`config.mk`:
```
export PLATFORM = sky130hd
export DESIGN_NAME = lfe_front_end
export DESIGN_NICKNAME = d
export VERILOG_FILES = /design/src/pkg/lfe_pkg.sv /design/src/hw/lfe_front_end.sv
export SDC_FILE = /design/constraint.sdc
export NUM_CORES = 1
export LEC_CHECK = 0
export ABC_CLOCK_PERIOD_IN_PS = 1600
export BUFFER_PORTS_ARGS = -buffer_cell sky130_fd_sc_hd__buf_4
export CAP_MARGIN = 20
export CORE_ASPECT_RATIO = 1.25
export CORE_MARGIN = 2
export CORE_UTILIZATION = 40
export CTS_BUF_LIST = sky130_fd_sc_hd__clkbuf_2
export CTS_CLUSTER_DIAMETER = 50
export DETAILED_ROUTE_END_ITERATION = 8
export GPL_TIMING_DRIVEN = 0
export PLACE_DENSITY = 0.94
export SETUP_SLACK_MARGIN = 0.2
export SKIP_LAST_GASP = 1
export SLEW_MARGIN = 20
export SYNTH_ARGS = -nofsm -noshare
export SYNTH_HDL_FRONTEND = slang
export SYNTH_SLANG_ARGS = --single-unit
```
`constraint.sdc`:
```
create_clock -name pclk -period 1.6 [get_ports pclk]
set_clock_uncertainty 0.1 [all_clocks]
set_input_delay 0.24 -clock pclk [delete_from_list [all_inputs] [get_ports pclk]]
set_output_delay 0.24 -clock pclk [all_outputs]
set_load 0.05 [all_outputs]
```
`src/pkg/lfe_pkg.sv`:
```
`default_nettype none
package lfe_pkg;

    // ************************************************************
    // Register map.
    // ************************************************************
    localparam logic [15:0] EMISSION_CONFIG_IDX   = 16'hFE8F;
    localparam logic [15:0] FRONT_END_CONTROL_IDX = 16'hFE90;
    localparam int          REG_W                 = 8;
    localparam int          DATA_W                = 32;
    localparam logic [7:0]  EMISSION_CONFIG_RST   = 8'h03;
    localparam logic [7:0]  FRONT_END_CONTROL_RST = 8'h10;
    localparam logic [7:0]  EMISSION_CONFIG_MASK  = 8'h03;
    localparam logic [7:0]  FRONT_END_CONTROL_MASK = 8'h1F;

    // ************************************************************
    // Field positions.
    // ************************************************************
    localparam int TWO_BRIDGES_BIT       = 0;
    localparam int EMISSION_MODE_SEL_BIT = 1;
    localparam int TRX_PIN_INVERT_BIT    = 0;
    localparam int TRX_HW_CONTROL_BIT    = 1;
    localparam int TRX_LEVEL_BIT         = 2;
    localparam int BRANCH_PIN_INVERT_BIT = 3;
    localparam int BRANCH_SELECT_BIT     = 4;

    // ************************************************************
    // Emission output layout.
    // ************************************************************
    localparam int EMIT_N     = 12;
    localparam int GROUP_SIZE = 3;
    localparam int HALF_SIZE  = 6;

endpackage : lfe_pkg
`default_nettype wire

```
`src/hw/lfe_front_end.sv`:
```
`timescale 1ns/1ps
`default_nettype none
module lfe_front_end #(
    parameter int ADDR_W = 18
) (
    input  wire logic                           pclk,
    input  wire logic                           presetn,
    input  wire logic                           ce,
    input  wire logic                           psel,
    input  wire logic                           penable,
    input  wire logic                           pwrite,
    input  wire logic [ADDR_W-1:0]              paddr,
    input  wire logic [lfe_pkg::DATA_W-1:0]     pwdata,
    input  wire logic [3:0]                     pstrb,
    output logic      [lfe_pkg::DATA_W-1:0]     prdata,
    output logic                                pready,
    output logic                                pslverr,
    input  wire logic                           tx_p_drive,
    input  wire logic                           tx_n_drive,
    input  wire logic                           tx_active,
    output logic      [lfe_pkg::EMIT_N-1:0]     emission_out,
    output logic                                int_drv_p,
    output logic                                int_drv_n,
    output logic                                int_drv_en,
    output logic                                branch_pin,
    output logic                                trx_pin
);

    // ************************************************************
    // Bus slave.
    // ************************************************************
    logic [lfe_pkg::REG_W-1:0]   emission_config_ff;
    logic [lfe_pkg::REG_W-1:0]   front_end_control_ff;
    logic [lfe_pkg::REG_W-1:0]   nxt_emission_config;
    logic [lfe_pkg::REG_W-1:0]   nxt_front_end_control;
    logic [lfe_pkg::DATA_W-1:0]  prdata_ff;
    logic [lfe_pkg::DATA_W-1:0]  nxt_prdata;
    logic                        pready_ff;
    logic                        nxt_pready;
    logic                        pslverr_ff;
    logic                        nxt_pslverr;
    logic                        hit_emit;
    logic                        hit_afe;
    logic                        done;

    // Byte address is four times the register index.
    assign hit_emit = (paddr == ADDR_W'({lfe_pkg::EMISSION_CONFIG_IDX, 2'b00}));
    assign hit_afe  = (paddr == ADDR_W'({lfe_pkg::FRONT_END_CONTROL_IDX, 2'b00}));
    assign done     = psel & penable & pready_ff;

    always_comb begin
        nxt_emission_config   = emission_config_ff;
        nxt_front_end_control = front_end_control_ff;
        nxt_prdata            = prdata_ff;
        nxt_pslverr           = 1'b0;
        nxt_pready            = psel & penable & ~pready_ff;
        if (psel & penable & ~pready_ff) begin
            nxt_pslverr = ~(hit_emit | hit_afe);
            nxt_prdata  = '0;
            if (hit_emit) begin
                nxt_prdata[lfe_pkg::REG_W-1:0] = emission_config_ff;
            end
            if (hit_afe) begin
                nxt_prdata[lfe_pkg::REG_W-1:0] = front_end_control_ff;
            end
        end
        if (done & pwrite & pstrb[0]) begin
            if (hit_emit) begin
                nxt_emission_config = pwdata[lfe_pkg::REG_W-1:0] & lfe_pkg::EMISSION_CONFIG_MASK;
            end
            if (hit_afe) begin
                nxt_front_end_control = pwdata[lfe_pkg::REG_W-1:0] & lfe_pkg::FRONT_END_CONTROL_MASK;
            end
        end
    end

    always_ff @(posedge pclk or negedge presetn) begin
        if (!presetn) begin
            emission_config_ff   <= lfe_pkg::EMISSION_CONFIG_RST;
            front_end_control_ff <= lfe_pkg::FRONT_END_CONTROL_RST;
            prdata_ff            <= '0;
            pready_ff            <= 1'b0;
            pslverr_ff           <= 1'b0;
        end else if (ce) begin
            emission_config_ff   <= nxt_emission_config;
            front_end_control_ff <= nxt_front_end_control;
            prdata_ff            <= nxt_prdata;
            pready_ff            <= nxt_pready;
            pslverr_ff           <= nxt_pslverr;
        end
    end

    assign prdata  = prdata_ff;
    assign pready  = pready_ff;
    assign pslverr = pslverr_ff;

    // ************************************************************
    // Front end pin control.
    // ************************************************************
    logic                          emission_mode_sel;
    logic                          two_bridges;
    logic                          branch_select;
    logic                          branch_pin_invert;
    logic                          trx_level;
    logic                          trx_hw_control;
    logic                          trx_pin_invert;
    logic [lfe_pkg::EMIT_N-1:0]    emission_out_ff;
    logic [lfe_pkg::EMIT_N-1:0]    nxt_emission_out;
    logic                          int_drv_p_ff;
    logic                          int_drv_n_ff;
    logic                          int_drv_en_ff;
    logic                          branch_pin_ff;
    logic                          trx_pin_ff;
    logic                          nxt_int_drv_p;
    logic                          nxt_int_drv_n;
    logic                          nxt_int_drv_en;
    logic                          nxt_branch_pin;
    logic                          nxt_trx_pin;

    assign emission_mode_sel = emission_config_ff[lfe_pkg::EMISSION_MODE_SEL_BIT];
    assign two_bridges       = emission_config_ff[lfe_pkg::TWO_BRIDGES_BIT];
    assign branch_select     = front_end_control_ff[lfe_pkg::BRANCH_SELECT_BIT];
    assign branch_pin_invert = front_end_control_ff[lfe_pkg::BRANCH_PIN_INVERT_BIT];
    assign trx_level         = front_end_control_ff[lfe_pkg::TRX_LEVEL_BIT];
    assign trx_hw_control    = front_end_control_ff[lfe_pkg::TRX_HW_CONTROL_BIT];
    assign trx_pin_invert    = front_end_control_ff[lfe_pkg::TRX_PIN_INVERT_BIT];

    // With two bridges, each output is placed by its group of three: P1, N1, P2, N2; with one bridge, by its half: P low, N high.
    for (genvar i = 0; i < lfe_pkg::EMIT_N; i++) begin : g_emit
        localparam int GRP = i / lfe_pkg::GROUP_SIZE;
        logic leg_drive;
        logic leg_on;
        assign leg_drive = two_bridges ? ((GRP % 2 == 0) ? tx_p_drive : tx_n_drive)
                                       : ((i < lfe_pkg::HALF_SIZE) ? tx_p_drive : tx_n_drive);
        assign leg_on    = ~two_bridges | ((GRP < 2) == branch_select);
        assign nxt_emission_out[i] = emission_mode_sel & leg_on & leg_drive;
    end

    always_comb begin
        nxt_int_drv_en = ~emission_mode_sel;
        nxt_int_drv_p  = ~emission_mode_sel & tx_p_drive;
        nxt_int_drv_n  = ~emission_mode_sel & tx_n_drive;
        nxt_branch_pin = branch_select ^ branch_pin_invert;
        nxt_trx_pin    = (trx_hw_control ? tx_active : trx_level) ^ trx_pin_invert;
    end

    always_ff @(posedge pclk or negedge presetn) begin
        if (!presetn) begin
            emission_out_ff <= '0;
            int_drv_p_ff    <= 1'b0;
            int_drv_n_ff    <= 1'b0;
            int_drv_en_ff   <= 1'b0;
            branch_pin_ff   <= 1'b0;
            trx_pin_ff      <= 1'b0;
        end else if (ce) begin
            emission_out_ff <= nxt_emission_out;
            int_drv_p_ff    <= nxt_int_drv_p;
            int_drv_n_ff    <= nxt_int_drv_n;
            int_drv_en_ff   <= nxt_int_drv_en;
            branch_pin_ff   <= nxt_branch_pin;
            trx_pin_ff      <= nxt_trx_pin;
        end
    end

    assign emission_out = emission_out_ff;
    assign int_drv_p    = int_drv_p_ff;
    assign int_drv_n    = int_drv_n_ff;
    assign int_drv_en   = int_drv_en_ff;
    assign branch_pin   = branch_pin_ff;
    assign trx_pin      = trx_pin_ff;
endmodule : lfe_front_end
`default_nettype wire

```
== Word level (Yosys, flattened, before mapping) ==
Index checks and enable logic that the tools add are counted.

* Eq/ne operators: 2
* Multiplexer cells: 6
* Bitwise gates (word level): 23
* Reductions and logical operators: 3

{| class="wikitable"
|+ Operator list
! cell !! count
|-
| $eq A18 B18 Y1 const B || 2
|-
| $and A1 B1 Y1 || 13
|-
| $reduce_and A3 Y1 || 2
|-
| $mux W5 || 1
|-
| $not A1 Y1 || 5
|-
| $mux W1 || 4
|-
| $or A1 B1 Y1 || 3
|-
| $mux W2 || 1
|-
| $reduce_and A2 Y1 || 1
|-
| $xor A1 B1 Y1 || 2
|}

* Output and inout port bits: 51
* Word-level logic and storage cells: 45
* Register bits after elaboration: 32
* Input port bits: 63

== Depth between registers and ports, before layout ==
* Depth in word-level cells: 5
* Mapped depth: 6
* Depth with buffers taken out: 4

== Least setup slack after synthesis ==
OpenSTA, ideal clock, no wires.

* Path kind: input to register
* Start: input paddr[1]
* End: register front_end_control_ff[3] (netlist bit)
* Data required time: 1.372 ns
* Slack: -0.142 ns
* Stages: 4
* Arrival time: 1.514 ns
* Library setup time: 0.128 ns
* Path buffers: 0
* Cells stage by stage: or4_4 > nor4_4 > nand3_2 > mux2_1

* Longest elaborated chain between the ends: 2

{| class="wikitable"
|+ RTL lines
! element !! line !! RTL
|-
| from (decl) || lfe_front_end.sv:12 || <nowiki>input wire logic [ADDR_W-1:0] paddr,</nowiki>
|-
| $eq A18 B18 Y1 || lfe_front_end.sv:48 || <nowiki>assign hit_afe = (paddr == ADDR_W'({lfe_pkg::FRONT_END_CONTROL_IDX, 2'b00}));</nowiki>
|-
| $reduce_and A3 Y1 (no line) || n/a ||
|-
| to (signal assigned) || lfe_front_end.sv:80 || <nowiki>front_end_control_ff <= lfe_pkg::FRONT_END_CONTROL_RST;</nowiki>
|-
| to (signal assigned) || lfe_front_end.sv:86 || <nowiki>front_end_control_ff <= nxt_front_end_control;</nowiki>
|-
| to (decl) || lfe_front_end.sv:33 || <nowiki>logic [lfe_pkg::REG_W-1:0] front_end_control_ff;</nowiki>
|}

No other way between the ends.
A chain may end at the register's enable or synchronous reset.

== Final worst setup path ==
* Start: register pready_ff, in the netlist pready
* End: register prdata_ff (netlist bit prdata[1])

* Longest elaborated chain between the ends: 3

{| class="wikitable"
|+ RTL lines
! element !! line !! RTL
|-
| from (decl) || lfe_front_end.sv:38 || <nowiki>logic pready_ff;</nowiki>
|-
| from (signal assigned) || lfe_front_end.sv:88 || <nowiki>pready_ff <= nxt_pready;</nowiki>
|-
| $not A1 Y1 || lfe_front_end.sv:57 || <nowiki>if (psel & penable & ~pready_ff) begin</nowiki>
|-
| $and A1 B1 Y1 || lfe_front_end.sv:57 ||
|-
| $reduce_and A2 Y1 (no line) || n/a ||
|-
| to (signal assigned) || lfe_front_end.sv:87 || <nowiki>prdata_ff <= nxt_prdata;</nowiki>
|-
| to (decl) || lfe_front_end.sv:36 || <nowiki>logic [lfe_pkg::DATA_W-1:0] prdata_ff;</nowiki>
|}

No other way between the ends.

==> metrics.cfg <==
[status]
status=complete, no violations

[critical_path]
critPathBufInv=2
cp_max_fo=5
endpoint_kind=flop
critPathRequiredTime_ns=1.75
crit_chain=inv_2 > nand2b_1 > buf_6 > or4b_4 > o21ai_1
start_kind=flop
slowest_delay_ns=0.52
cpMaxStageDelayCell=or4b_4
cpLargestDelayFamily=simple AND/OR/NAND/NOR gates
crit_type=reg -> reg
crit_arrival_ns=1.72

[pwr]
p_switching_w=0.000412
switching_share=0.342
p_per_area_nw_per_um2=573
p_comb_frac=0.313
p_int_w=0.000793
seqPwrFrac=0.498
power.share.clock=0.189
power.total_w=0.00120
p_leak_nw=1.09
vdd_drop_max_mv=0.491

[timing]
maxSlewHeadroom=0.606
layout_min_cycle_time_ns=1.57
rsz0062_at_grt=yes
layout_worst_path_cycle_share=0.981
setup_viol=0
setup_tns_ns=0
fmax_ghz=0.637
tightest_slew_ns=0.584
report.final.slew_viol_count=0
hold_violations=0

[floorplanning]
fp.dieH_um=69.6
placementRows=23
io_pins=114
die_area_um2=3930
die_w_um=56.5
coreArea_um2=3250
start_util=0.423

[cells_and_area]
antenna_cells=0
drive_gt1_frac=0.537
syn_to_final_growth_pct=52.7
final_cell_count_no_fill=264
finish.net_count=291

[clock_network]
clk_latency_ns=0.31
cts_root_buffer=clkbuf_2
htreeDepth=1
cts_buffer_depth=2
clkTransAtPathRegs_ns=0.20
numCtsBuffers=3
cts.sinks=23
cts_tree=built

[route]
drc=0
detail-route-antenna-nets=0
wl_mm=3.05
dr_total_vias=1180
drtIter0Drc=31
viasPerCell=4.47
drt-pass1-iter-count=4
wl_per_cell_um=11.5

[yosys]
seq_area_frac_synth=0.421
yosys.area_share.simple=0.165
ys_warn_count=0
synth_cell_types=30
synth_adder_area_share=0
syn_area_um2=1380
syn_area_per_cell_um2=9.97
synthXorXnorAreaFrac=0.0127
synth_compound_area_frac=0.0836
synthCells=138
synth-seq-cells=23
synth_top_family_by_area=buffers and inverters
muxShareOfSynthArea=0.0800

[place]
io_buffers=55
gp_congestion=0.781
place_inst=256

[global_routing]
grt_pass1_wl_mm=5.05
global_route.usage.met1=0.165
grt_max_degree=24
gr-total-overflow=0
grt_util_met3=0.0448
grt.total_usage=0.154
grtUsageMet2=0.293
antenna_found_initial=0
grt_pass1_vias=1157
top_usage_layer=met2

[run]
drv_cap=0

[worst_hold_path]
min-delay-path-class=in -> reg

## registers in the layout, summed over array words and instances, names as in the netlist
name	count
branch_pin	1
emission_config_ff	2
emission_out	4
front_end_control_ff	5
int_drv_en	1
int_drv_n	1
int_drv_p	1
prdata	5
pready	1
pslverr	1
trx_pin	1
## metrics by stage
stage	hold slack, ns	util	cell area (um^2)	worst slack, ns
finish	0.0419	0.646	2100	0.0297
global route	0.0167	0.646	2100	0.0258
CTS	0.0410	0.629	2040	0.0841
detailed placement	0.0418	0.596	1940	-0.288
global placement	0.0387	0.596	1940	-0.264
floorplan	-0.156	-	1480	-0.0699
## per-layer routing
metal	up-vias	part of all wire
met1	533	0.34
li1	581	-
met4	0	0.019
met2	58	0.55
met3	8	0.084
met5	-	0
## cells in the mapped netlist, drive strengths merged
cell type	count	area (um^2)
nand3	5	35.0
mux2	8	90.1
o21ai	10	50.1
nand3b	2	15.0
o2111ai	1	8.76
nand2	12	45.0
dfrtp	20	500
dfstp	3	78.8
nand4	2	12.5
mux2i	2	20.0
a21oi	3	15.0
o22ai	3	18.8
nor4bb	1	10.0
o21a	1	7.51
clkbuf	1	3.75
buf	37	282
or4	1	11.3
nor2	3	11.3
xnor2	2	17.5
or4b	1	13.8
conb	1	3.75
and3	1	6.26
a22oi	2	15.0
nor4	3	48.8
nand2b	3	18.8
inv	10	37.5
## worst paths after layout
kind                       slack [ns]  startpoint                       to  cells after the start
max                              0.03      pready                prdata[1]                      5
min                              0.04   pwdata[2]  front_end_control_ff[2]                      2
max reg2reg                      0.03      pready                prdata[1]                      5
min reg2reg                      0.43   prdata[3]                prdata[3]                      2
max in group asynchronous        0.90     presetn  front_end_control_ff[4]                      2
min in group asynchronous        0.23     presetn                  pslverr                      2
## cell families after synthesis
group | Yosys count
AO/OA/AOI/OAI | 20
XOR/XNOR | 2
buffers and inverters | 48
flip-flops | 23
multiplexers | 10
other | 1
AND/OR/NAND/NOR | 34
## power groups by stage
stage | logic, W | clock network (W) | registers [W]
4_1_cts | 0.000372 | 0.000230 | 0.000600
5_1_grt | 0.000398 | 0.000254 | 0.000602
6_report | 0.000377 | 0.000228 | 0.000600
2_1_floorplan | 0.000225 | 0 | 0.000647
3_3_place_gp | 0.000360 | 0 | 0.000609
3_5_place_dp | 0.000364 | 0 | 0.000609
## cell type report
type                    instances  area (um^2)
fillers                       262         1150
multi-input cells              93          588
flip-flops and latches         23          582
repair buffers                 59          513
plain buffers                  38          315
well taps                      37         46.3
inverters                      10         37.5
clock buffers                   4         20.0
## placed cells by master (no fill, tap or decap), drive strengths merged, types with 5 or more instances in the layout
master	synthesis	routed
dfrtp	20	20
nand2	12	12
mux2	8	8
buf	37	95
clkbuf	1	5
inv	10	10
o21ai	10	10
nand3	5	5
conb	1	27
## repair_timing
| action | in CTS | in global routing |
|---|---|---|
| cloned | 0 | 0 |
| hold endpoints to repair | 23 | 0 |
| pin swaps | 3 | 0 |
| setup buffers | 2 | 1 |
| hold buffers | 1 | 0 |
| setup endpoints to repair | 20 | 22 |
| gates resized for setup | 16 | 14 |
No activity file was read; power rests on OpenSTA's default activity.
